`config.mk`:
```
export PLATFORM = sky130hd
export DESIGN_NAME = scs_status_regs
export DESIGN_NICKNAME = d
export VERILOG_FILES = /design/src/rtl/scs_pkg.sv /design/src/rtl/scs_status_regs.sv
export SDC_FILE = /design/constraint.sdc
export NUM_CORES = 1
export LEC_CHECK = 0
export BUFFER_PORTS_ARGS = -buffer_cell sky130_fd_sc_hd__buf_2
export CORE_ASPECT_RATIO = 0.5
export CORE_UTILIZATION = 55
export CTS_CLUSTER_DIAMETER = 100
export DETAILED_ROUTE_END_ITERATION = 7
export GPL_TIMING_DRIVEN = 0
export PLACE_DENSITY = 0.78
export SETUP_SLACK_MARGIN = 0.5
export SLEW_MARGIN = 10
export SYNTH_ARGS = -nofsm -noshare
export SYNTH_HDL_FRONTEND = slang
export SYNTH_SLANG_ARGS = --single-unit
```
`constraint.sdc`:
```
create_clock -name clk_i -period 7.28 [get_ports clk_i]
set_input_delay 1.092 -clock clk_i [delete_from_list [all_inputs] [get_ports clk_i]]
set_output_delay 1.092 -clock clk_i [all_outputs]
set_load 0.05 [all_outputs]
```
`src/rtl/scs_pkg.sv`:
```
package scs_pkg;

   // Register offsets on the host port
   localparam logic [7:0] ADDR_PROX_COMP    = 8'h0E;
   localparam logic [7:0] ADDR_MOTION_MULT  = 8'h0F;
   localparam logic [7:0] ADDR_MOTION_COMP  = 8'h10;
   localparam logic [7:0] ADDR_SYS_FLAGS    = 8'h11;
   localparam logic [7:0] ADDR_INTERFACE_STATUS_FLAGS     = 8'h12;

   // Reset values
   localparam logic [7:0] RST_PROX_COMP     = 8'h00;
   localparam logic [1:0] RST_SENS_MULT     = 2'h0;
   localparam logic [3:0] RST_COMP_MULT     = 4'h0;
   localparam logic [7:0] RST_MOTION_COMP   = 8'h00;
   localparam logic [7:0] ZERO_BYTE         = 8'h00;

   // Multiplier register fields
   localparam int SENS_MULT_LSB = 4;
   localparam int SENS_MULT_MSB = 5;
   localparam int COMP_MULT_LSB = 0;
   localparam int COMP_MULT_MSB = 3;

   // System flag positions
   localparam int SYS_HOST_MODE_BIT = 7;
   localparam int SYS_TEMP_TRK_BIT  = 6;
   localparam int SYS_MOTION_BIT    = 5;
   localparam int SYS_NO_SYNC_BIT   = 3;
   localparam int SYS_HALTED_BIT    = 2;
   localparam int SYS_RECAL_BIT     = 1;
   localparam int SYS_DEBOUNCE_BIT  = 0;

   // Interface flag positions
   localparam int UI_AUTO_RECAL_OFF_BIT = 4;
   localparam int UI_SENSE_OFF_BIT      = 3;

   // Timing
   localparam int CLK_PERIOD_NS        = 10;
   localparam int FILTER_HALT_MS       = 10;
   localparam int FILTER_HALT_CYCLES   = FILTER_HALT_MS * 1000000 / CLK_PERIOD_NS;
   localparam int DEBOUNCE_US          = 20;
   localparam int DEBOUNCE_CYCLES      = DEBOUNCE_US * 1000 / CLK_PERIOD_NS;
   localparam int TIMER_W              = 32;

   // Status from the measurement engine
   typedef struct packed {
      logic host_mode;
      logic temp_tracking;
      logic motion_active;
      logic sync_active;
      logic prox_shift;
      logic prox_confirmed;
      logic recal_busy_prox;
      logic recal_busy_motion;
      logic threshold_cross;
      logic auto_recal_off;
      logic sensing_off;
   } scs_engine_t;

   // Host port register access
   typedef struct packed {
      logic       wr;
      logic       rd;
      logic [7:0] addr;
      logic [7:0] wdata;
   } scs_host_req_t;

endpackage

```
`src/rtl/scs_status_regs.sv`:
```
`timescale 1ns/10ps
`default_nettype none

// What this block does
// Motion multiplier register holds a two-bit sensitivity multiplier, values zero to three.
// Same register holds a four-bit compensation multiplier, values zero to fifteen.
// Baseline-halted flag sets on proximity shift; self-clears if unconfirmed within halt time.
// Recalibration-busy flag is set while either channel recalibrates, clear otherwise.
// Threshold crossing starts a fast debounce; flag stays set throughout it.
// System flags report whether the motion channel is active.
// System flags report that no sync input is active.
// System flags report advanced temperature tracking active.
// Interface flags report sensing disabled.
// Status flags are read-only; host writes leave them unchanged.
// Reserved bits read zero and ignore writes.
module scs_status_regs
   import scs_pkg::*;
#(
   parameter int HALT_CYCLES     = scs_pkg::FILTER_HALT_CYCLES,
   parameter int DEBOUNCE_CNT    = scs_pkg::DEBOUNCE_CYCLES
) (
   input  wire logic                   clk_i,
   input  wire logic                   rst_i,
   input  wire scs_pkg::scs_host_req_t host_req_i,
   input  wire scs_pkg::scs_engine_t   engine_i,
   output logic [7:0]                  rdata_o,
   output logic                        rvalid_o,
   output logic [7:0]                  prox_comp_o,
   output logic [1:0]                  motion_sens_mult_o,
   output logic [3:0]                  motion_comp_mult_o,
   output logic [7:0]                  motion_comp_o,
   output logic [7:0]                  sys_flags_o,
   output logic [7:0]                  interface_status_flags_o
);
   import scs_pkg::*;

   localparam logic [TIMER_W-1:0] HALT_LAST = TIMER_W'(HALT_CYCLES - 1);
   localparam logic [TIMER_W-1:0] DEB_LAST  = TIMER_W'(DEBOUNCE_CNT - 1);
   localparam logic [TIMER_W-1:0] TMR_ZERO  = '0;
   localparam logic [TIMER_W-1:0] TMR_ONE   = TIMER_W'(1);

   logic                 halted;
   logic                 halt_confirmed;
   logic [TIMER_W-1:0]   halt_tmr;
   logic                 debounce;
   logic [TIMER_W-1:0]   deb_tmr;
   logic [7:0]           next_sys_flags;
   logic [7:0]           next_interface_status_flags;

   function automatic logic wr_hit(input scs_host_req_t r, input logic [7:0] a);
      return r.wr && (r.addr == a);
   endfunction

   // Configuration registers, writable by host
   always_ff @(posedge clk_i or posedge rst_i) begin
      if (rst_i) begin
         prox_comp_o <= RST_PROX_COMP;
      end else if (wr_hit(host_req_i, ADDR_PROX_COMP)) begin
         prox_comp_o <= host_req_i.wdata;
      end
   end

   // Field widths make out-of-range values unrepresentable; upper bits dropped
   always_ff @(posedge clk_i or posedge rst_i) begin
      if (rst_i) begin
         motion_sens_mult_o <= RST_SENS_MULT;
         motion_comp_mult_o <= RST_COMP_MULT;
      end else if (wr_hit(host_req_i, ADDR_MOTION_MULT)) begin
         motion_sens_mult_o <= host_req_i.wdata[SENS_MULT_MSB:SENS_MULT_LSB];
         motion_comp_mult_o <= host_req_i.wdata[COMP_MULT_MSB:COMP_MULT_LSB];
      end
   end

   always_ff @(posedge clk_i or posedge rst_i) begin
      if (rst_i) begin
         motion_comp_o <= RST_MOTION_COMP;
      end else if (wr_hit(host_req_i, ADDR_MOTION_COMP)) begin
         motion_comp_o <= host_req_i.wdata;
      end
   end

   // Baseline halt: a new shift restarts the window, set wins over expiry
   always_ff @(posedge clk_i or posedge rst_i) begin
      if (rst_i) begin
         halted         <= 1'b0;
         halt_confirmed <= 1'b0;
         halt_tmr       <= TMR_ZERO;
      end else if (engine_i.prox_shift) begin
         halted         <= 1'b1;
         halt_confirmed <= engine_i.prox_confirmed;
         halt_tmr       <= TMR_ZERO;
      end else if (halted && !halt_confirmed) begin
         if (engine_i.prox_confirmed) begin
            halt_confirmed <= 1'b1;
         end else if (halt_tmr >= HALT_LAST) begin
            halted <= 1'b0;
         end else begin
            halt_tmr <= halt_tmr + TMR_ONE;
         end
      end else if (halted && !engine_i.prox_confirmed) begin
         // Confirmed proximity released: baseline tracking resumes
         halted         <= 1'b0;
         halt_confirmed <= 1'b0;
      end
   end

   // Fast debounce window; a new crossing restarts it
   always_ff @(posedge clk_i or posedge rst_i) begin
      if (rst_i) begin
         debounce <= 1'b0;
         deb_tmr  <= TMR_ZERO;
      end else if (engine_i.threshold_cross) begin
         debounce <= 1'b1;
         deb_tmr  <= TMR_ZERO;
      end else if (debounce) begin
         if (deb_tmr >= DEB_LAST) begin
            debounce <= 1'b0;
         end else begin
            deb_tmr <= deb_tmr + TMR_ONE;
         end
      end
   end

   // Flag assembly; reserved positions stay zero
   always_comb begin
      next_sys_flags                    = ZERO_BYTE;
      next_sys_flags[SYS_HOST_MODE_BIT] = engine_i.host_mode;
      next_sys_flags[SYS_TEMP_TRK_BIT]  = engine_i.temp_tracking;
      next_sys_flags[SYS_MOTION_BIT]    = engine_i.motion_active;
      next_sys_flags[SYS_NO_SYNC_BIT]   = !engine_i.sync_active;
      next_sys_flags[SYS_HALTED_BIT]    = halted;
      next_sys_flags[SYS_RECAL_BIT]     = engine_i.recal_busy_prox | engine_i.recal_busy_motion;
      next_sys_flags[SYS_DEBOUNCE_BIT]  = debounce;
      next_interface_status_flags                        = ZERO_BYTE;
      next_interface_status_flags[UI_AUTO_RECAL_OFF_BIT] = engine_i.auto_recal_off;
      next_interface_status_flags[UI_SENSE_OFF_BIT]      = engine_i.sensing_off;
   end

   // Status registers follow hardware only; host writes never reach them
   always_ff @(posedge clk_i or posedge rst_i) begin
      if (rst_i) begin
         sys_flags_o <= ZERO_BYTE;
         interface_status_flags_o  <= ZERO_BYTE;
      end else begin
         sys_flags_o <= next_sys_flags;
         interface_status_flags_o  <= next_interface_status_flags;
      end
   end

   // Read path, one cycle latency; unmapped addresses read zero
   always_ff @(posedge clk_i or posedge rst_i) begin
      if (rst_i) begin
         rdata_o  <= ZERO_BYTE;
         rvalid_o <= 1'b0;
      end else begin
         rvalid_o <= host_req_i.rd;
         if (host_req_i.rd) begin
            unique case (host_req_i.addr)
               ADDR_PROX_COMP:   rdata_o <= prox_comp_o;
               ADDR_MOTION_MULT: rdata_o <= {2'b00, motion_sens_mult_o, motion_comp_mult_o};
               ADDR_MOTION_COMP: rdata_o <= motion_comp_o;
               ADDR_SYS_FLAGS:   rdata_o <= sys_flags_o;
               ADDR_INTERFACE_STATUS_FLAGS:    rdata_o <= interface_status_flags_o;
               default:          rdata_o <= ZERO_BYTE;
            endcase
         end
      end
   end

endmodule // scs_status_regs

`default_nettype wire

```
==> metrics.log, run 1 <==
INFO  metric synth_area_per_cell = 11.6 um^2
INFO  metric antenna_found_initial = 0
INFO  metric synth_top_flop_cell = dfrtp_1
INFO  metric max_slew.worst_pin.slew = 0.762 ns
INFO  metric htreeDepth = 3
INFO  metric critPathCaptureType = flip-flop
INFO  metric dr.pass1.iters = 5
INFO  metric r2r_endpoint = halt_tmr[16]
INFO  metric critPathKind = in2reg
INFO  metric die-area = 8980 um^2
INFO  metric synthDominantCellAreaShare = 0.567
INFO  metric post_cts_resized = 0
INFO  metric cts_buffers = 9
INFO  metric clockRootBuffer = clkbuf_16
INFO  metric cellInternalPower = 0.000926 W
INFO  metric first_iter_violations = 174
INFO  metric synth_edf_count = 0
INFO  metric timing.reg2reg.worst_path_depth = 5
INFO  metric yosysTopAreaCell = dfrtp_1
INFO  metric grt_pass1_wl = 15200 um
INFO  metric finalWorstPathRequiredPeriod = 3.01 ns
INFO  metric wl = 9190 um
INFO  metric synth_cell_type_count = 55
INFO  metric peakVddDrop = 0.000118 V
INFO  metric initial_utilization = 0.579
INFO  metric worst_r2r_startpoint = halt_tmr[0]
INFO  metric synthCells = 406
INFO  metric route.antenna.remaining_nets = 0
INFO  metric chipHeight = 67.5 um
INFO  metric postSynth.asyncResetShare = 1.00
INFO  metric arrival = 3.23 ns
INFO  metric count_of_placed_standard_cells_including_taps = 593
INFO  metric overflow = 0
INFO  metric cts_tree = built
INFO  metric yosysSeqAreaShare = 0.567
INFO  metric power.combinational.fraction = 0.102
INFO  metric clkLatencyLatePin = 0.34 ns
INFO  metric postSynthRegisterBits = 107
INFO  metric leakage = 2.62 nW
INFO  metric max_cap_viol_count = 0
INFO  metric status = finished clean
INFO  metric final.setup_skew = 0.00542 ns
INFO  metric fin_crit_sh = 0.413
INFO  metric layout-drive-gt1-share = 0.256
INFO  metric clock.fmax = 333 MHz
INFO  metric floorplan.core_area = 8140 um^2
INFO  metric worst_slew_margin_rel = 0.490
INFO  metric p_switching = 0.000295 W
INFO  metric pin_count = 78
INFO  metric sinks_on_the_clock_net = 107
INFO  metric yosysWarnings = 0
INFO  metric worst-endpoint-required = 7.51 ns
INFO  metric finalNetCount = 525
INFO  metric cts_post_setup_buffers_inserted = 0
INFO  metric grt_start_max_net_pins = 63
INFO  metric worstSetupStartpoint = host_req_i[10]
INFO  metric setup.reg_to_reg.worst_slack = 4.85 ns
INFO  metric vias = 3356
INFO  metric mapped_area = 4720 um^2
INFO  metric syn_to_final_growth = 17.6%
INFO  metric timing.final.hold_violations = 0
INFO  metric worst_setup_path_endpoint = motion_comp_o[2]
INFO  metric routedWlPerCell = 15.1 um
INFO  metric leading_cell_types_by_total_area_after_synthesis = dfrtp_1 (57%), mux2_2 (5.7%), nor2b_1 (4.8%)
INFO  metric critical_path.startpoint_type = primary input
INFO  metric power.share.clock = 0.392
INFO  metric grtUsageTotal = 0.221
INFO  metric layoutNonFillerInstCount = 608
INFO  metric drt_drc_violations_left = 0
INFO  metric n_antenna_cell = 0
INFO  metric tns = 0 ns
INFO  metric grt_setup_unrepaired = no
INFO  metric post_dp_hpwl = 6290 um
INFO  metric io_buffer_count = 68
INFO  metric finalWeightedCongestion = 0.852
INFO  metric slew_violations = 0
INFO  metric worstHoldStart = debounce
INFO  metric finalSetupViolations = 0
INFO  metric vias_per_cell = 5.52
INFO  metric yosys.cell_count.top_type = dfrtp_1
INFO  metric ctsHoldBuffers = 0
INFO  metric number_of_cell_rows = 23
INFO  metric fill_cells = 578
INFO  metric layout.core_utilization = 0.681
INFO  metric power_per_cell_area = 220 nW/um^2
INFO  metric hold_path_class = reg2reg
INFO  metric cts.clk_slew.worst_paths = 0.06 ns
INFO  metric switching_share = 0.241
INFO  metric seq_power_share = 0.506
INFO  metric fp.dieW = 133 um
INFO  metric worstPathMaxFanout = 8
INFO  metric synth.cells.most_frequent = dfrtp_1 (107), nor2b_1 (36), mux2_2 (24)
INFO  metric cts_buffer_depth = 2
INFO  metric via_count_of_the_first_global_routing_pass = 3019
-- kinds of logic after synthesis --
group	Yosys count	synth area share
mux	38	0.0872
fa+ha+maj	2	0.00530
compound gates	64	0.0936
buf+inv	33	0.0369
other cells	1	0.000795
simple gates	152	0.192
xor+xnor	9	0.0167
flops	107	0.567
-- layout by cell type (no fill, tap or decap), types with 5 or more instances in the layout --
master | Yosys | routed
nor3_1 | 5 | 5
a21oi_1 | 18 | 18
o21ai_1 | 9 | 9
buf_4 | 8 | 8
nor2b_1 | 36 | 36
or4_1 | 10 | 10
dfrtp_1 | 107 | 107
nor4_1 | 10 | 10
clkbuf_1 | 12 | 14
and3_1 | 5 | 5
or3_1 | 10 | 10
nand2_1 | 12 | 12
nand4_1 | 9 | 9
o31ai_1 | 5 | 5
clkbuf_16 | 0 | 9
mux2_2 | 24 | 24
mux2i_1 | 13 | 13
nand3_1 | 12 | 12
buf_2 | 1 | 69
xnor2_1 | 8 | 8
inv_1 | 10 | 9
conb_1 | 1 | 7
nor2_1 | 22 | 22
-- power by group through the flow --
| stage | Clock (W) | Sequential, W | Combinational (W) |
|---|---|---|---|
| after CTS | 0.000492 | 0.000618 | 0.000126 |
| after detailed placement | 0 | 0.000629 | 0.000125 |
| after floorplan | 0 | 0.000663 | 0.0000545 |
| after global routing | 0.000518 | 0.000620 | 0.000134 |
| after global placement | 0 | 0.000629 | 0.000122 |
| final | 0.000479 | 0.000618 | 0.000125 |
-- worst max-delay path: stages --
cell and delay, ns:
buf_2 0.10, or3b_2 0.50, or4_1 0.49, or2_2 0.31, buf_2 0.18, nor2_8 0.21
mux2_2 0.36
-- worst min-delay path by stage --
stage                endpoint  slack, ns  cells after the start
2_1_floorplan  sys_flags_o[0]       0.35                      0
3_3_place_gp   sys_flags_o[0]       0.35                      0
3_5_place_dp   sys_flags_o[0]       0.35                      0
4_1_cts        sys_flags_o[0]       0.37                      0
5_1_grt        sys_flags_o[0]       0.37                      0
6_report       sys_flags_o[0]       0.37                      0
-- layout make-up --
type                       count  area (um^2)  share of cell area
tap                          112          140              0.0253
inverter                      10         42.5             0.00767
clock buffer                  13          260              0.0469
buffer                        23          136              0.0246
multi-input combinational    272         1890               0.340
clock inverter                 2         35.0             0.00631
timing repair buffer          69          368              0.0663
sequential                   107         2680               0.483
-- stage by stage --
stage / total power [W] / hold slack [ns] / worst slack (ns) / instance area (um^2)
2_1_floorplan: 0.000717 / 0.346 / 3.37 / 4740
3_3_place_gp: 0.000750 / 0.354 / 2.27 / 5220
3_5_place_dp: 0.000754 / 0.351 / 3.92 / 5250
4_1_cts: 0.00124 / 0.368 / 4.28 / 5550
5_1_grt: 0.00127 / 0.374 / 4.24 / 5550
6_report: 0.00122 / 0.369 / 4.27 / 5550
-- sequential cells by signal, indices dropped and copies added, names as in the netlist --
register and count:
halt_confirmed 1, motion_sens_mult_o 2, motion_comp_o 8, motion_comp_mult_o 4
deb_tmr 32, debounce 1, interface_status_flags_o 2, rdata_o 8
halted 1, halt_tmr 32, rvalid_o 1, prox_comp_o 8
sys_flags_o 7
-- metal layers --
| layer | GRT usage | vias to the layer above | part of all wire |
|---|---|---|---|
| li1 | - | 1629 | - |
| met1 | 0.305 | 1614 | 0.48 |
| met2 | 0.346 | 104 | 0.45 |
| met3 | 0.0601 | 9 | 0.061 |
| met4 | 0.0661 | 0 | 0.011 |
| met5 | 0 | - | 0 |
Note: power is estimated with default switching activity, not from simulation.
==> run 2: changes to the inputs <==
clock period = 3.05 ns   (was 7.28 ns; I/O delays follow)
==> run 2 against run 1 <==
Against the previous run: global-route usage increased by 0.22 points; register-to-register slack got worse by 4.3 ns; hold slack got worse by 0.20 ns; cell count increased by 0.49%; critical path type is now reg2reg.
==> metrics.log, run 2 (synthesized netlist as in run 1, its figures left out) <==
INFO  metric clkLatencyLatePin = 0.35 ns (was 0.34 ns)
INFO  metric count_of_placed_standard_cells_including_taps = 595 (was 593)
INFO  metric setup.reg_to_reg.worst_slack = 0.59 ns (was 4.85 ns)
INFO  metric r2r_endpoint = halt_tmr[1] (was halt_tmr[16])
INFO  metric io_buffer_count = 68 (unchanged)
INFO  metric grt_setup_unrepaired = no (unchanged)
INFO  metric critPathKind = reg2reg (was in2reg)
INFO  metric post_dp_hpwl = 6560 um (was 6290 um)
INFO  metric hold_path_class = in2async (was reg2reg)
INFO  metric timing.reg2reg.worst_path_depth = 7 (was 5)
INFO  metric htreeDepth = 3 (unchanged)
INFO  metric worstPathMaxFanout = 10 (was 8)
INFO  metric biggestRegsByFlops = deb_tmr: 32 flops, halt_tmr: 32 flops (unchanged)
INFO  metric cts_tree = built (unchanged)
INFO  metric clockRootBuffer = clkbuf_16 (unchanged)
INFO  metric layout-drive-gt1-share = 0.265 (was 0.256)
INFO  metric antenna_found_initial = 0 (unchanged)
INFO  metric peakVddDrop = 0.000293 V (was 0.000118 V)
INFO  metric power_per_cell_area = 526 nW/um^2 (was 220 nW/um^2)
INFO  metric final.setup_skew = 0.00973 ns (was 0.00542 ns)
INFO  metric most_common_cell_after_layout_fill_and_taps_aside = dfrtp_1 (unchanged)
INFO  metric cts_buffer_depth = 2 (unchanged)
INFO  metric fp.dieW = 133 um (unchanged)
INFO  metric layout.core_utilization = 0.687 (was 0.681)
INFO  metric worst_slew_margin_rel = 0.528 (was 0.490)
INFO  metric floorplan.core_area = 8140 um^2 (unchanged)
INFO  metric max_cap_viol_count = 0 (unchanged)
INFO  metric dr.pass1.iters = 4 (was 5)
INFO  metric finalWeightedCongestion = 0.824 (was 0.852)
INFO  metric max_slew.worst_pin.slew = 0.705 ns (was 0.762 ns)
INFO  metric cts_post_setup_buffers_inserted = 0 (unchanged)
INFO  metric post_cts_resized = 0 (unchanged)
INFO  metric worst_r2r_startpoint = halt_tmr[15] (was halt_tmr[0])
INFO  metric finalNetCount = 527 (was 525)
INFO  metric fin_crit_sh = 0.806
INFO  metric report.power.total = 0.00294 W (was 0.00122 W)
INFO  metric worst-endpoint-required = 3.27 ns (was 7.51 ns)
INFO  metric cts_buffers = 9 (unchanged)
INFO  metric critPathCaptureType = flip-flop (unchanged)
INFO  metric ctsHoldBuffers = 0 (unchanged)
INFO  metric grtUsageTotal = 0.223 (was 0.221)
INFO  metric slew_violations = 0 (unchanged)
INFO  metric tns = 0 ns (unchanged)
INFO  metric status = finished clean (unchanged)
INFO  metric finalSetupViolations = 0 (unchanged)
INFO  metric timing.final.hold_violations = 0 (unchanged)
INFO  metric overflow = 0 (unchanged)
INFO  metric first_iter_violations = 204 (was 174)
INFO  metric n_antenna_cell = 0 (unchanged)
INFO  metric cts.clk_slew.worst_paths = 0.07 ns (was 0.06 ns)
INFO  metric clock.fmax = 407 MHz
INFO  metric layoutNonFillerInstCount = 611 (was 608)
INFO  metric chipHeight = 67.5 um (unchanged)
INFO  metric number_of_cell_rows = 23 (unchanged)
INFO  metric grt_pass1_wl = 15400 um (was 15200 um)
INFO  metric routedWlPerCell = 15.2 um (was 15.1 um)
INFO  metric syn_to_final_growth = 18.5% (was 17.6%)
INFO  metric initial_utilization = 0.579 (unchanged)
INFO  metric leakage = 2.63 nW (was 2.62 nW)
INFO  metric arrival = 2.67 ns (was 3.23 ns)
INFO  metric pin_count = 78 (unchanged)
INFO  metric wl = 9300 um (was 9190 um)
INFO  metric final_cell_mix = dfrtp_1 (107), buf_2 (69), nor2b_1 (36) (unchanged)
INFO  metric die-area = 8980 um^2 (unchanged)
INFO  metric route.antenna.remaining_nets = 0 (unchanged)
INFO  metric via_count_of_the_first_global_routing_pass = 3187 (was 3019)
INFO  metric finalWorstPathRequiredPeriod = 2.46 ns
INFO  metric critical_path.startpoint_type = flip-flop (was primary input)
INFO  metric drt_drc_violations_left = 0 (unchanged)
INFO  metric sinks_on_the_clock_net = 107 (unchanged)
INFO  metric vias_per_cell = 5.56 (was 5.52)
INFO  metric vias = 3395 (was 3356)
INFO  metric grt_start_max_net_pins = 36 (was 63)
-- run 2: cell count changes in the layout (fill, tap and decap cells not counted), sizes merged --
cell / delta
inv: +1
clkinvlp: +4
buf: +2
clkbuf: -4
-- run 2: final cells by class --
class,count,area [um^2]
well taps,112,140
repair buffers,71,408
clock inverters,7,75.1
fillers,593,2550
clock buffers,9,225
plain buffers,23,136
flip-flops and latches,107,2680
inverters,10,41.3
multi-input cells,272,1890
-- run 2: metal layers --
layer | wire length [um] | global-route usage
met4 | 109 | 0.0718
met3 | 454 | 0.0586
met5 | 0 | 0
met1 | 4470 | 0.294
met2 | 4270 | 0.368
-- run 2: through the flow --
step / setup slack, ns / area (um^2) / hold slack (ns)
final: 0.591 / 5590 / 0.166
after global routing: 0.503 / 5590 / 0.188
after CTS: 0.600 / 5590 / 0.172
after detailed placement: 0.332 / 5290 / 0.369
after global placement: 0.346 / 5230 / 0.359
after floorplan: 0.626 / 4740 / 0.346
-- run 2: worst max path at each step --
stage              startpoint               end  slack, ns
2_1_floorplan  host_req_i[10]  motion_comp_o[0]       0.63
3_3_place_gp   host_req_i[10]  motion_comp_o[7]       0.35
3_5_place_dp   host_req_i[10]  motion_comp_o[7]       0.33
4_1_cts          halt_tmr[15]       halt_tmr[1]       0.60
5_1_grt           halt_tmr[0]      halt_tmr[16]       0.50
6_report         halt_tmr[15]       halt_tmr[1]       0.59
-- run 2: where the power goes --
part / total [W] / switching (W) / leakage [nW] / internal [W]
Sequential: 0.00147 / 0.0000249 / 1.44 / 0.00145
Combinational: 0.000303 / 0.000213 / 1.05 / 0.0000902
Clock: 0.00117 / 0.000525 / 0.138 / 0.000641
-- run 2: worst max-delay path, cell delays in order (launching register included) --
cell and delay, ns:
dfrtp_1 0.45, or4_1 0.53, or4_4 0.57, o2111ai_2 0.25, buf_6 0.17, buf_8 0.14
mux2i_1 0.18, nor2_1 0.05
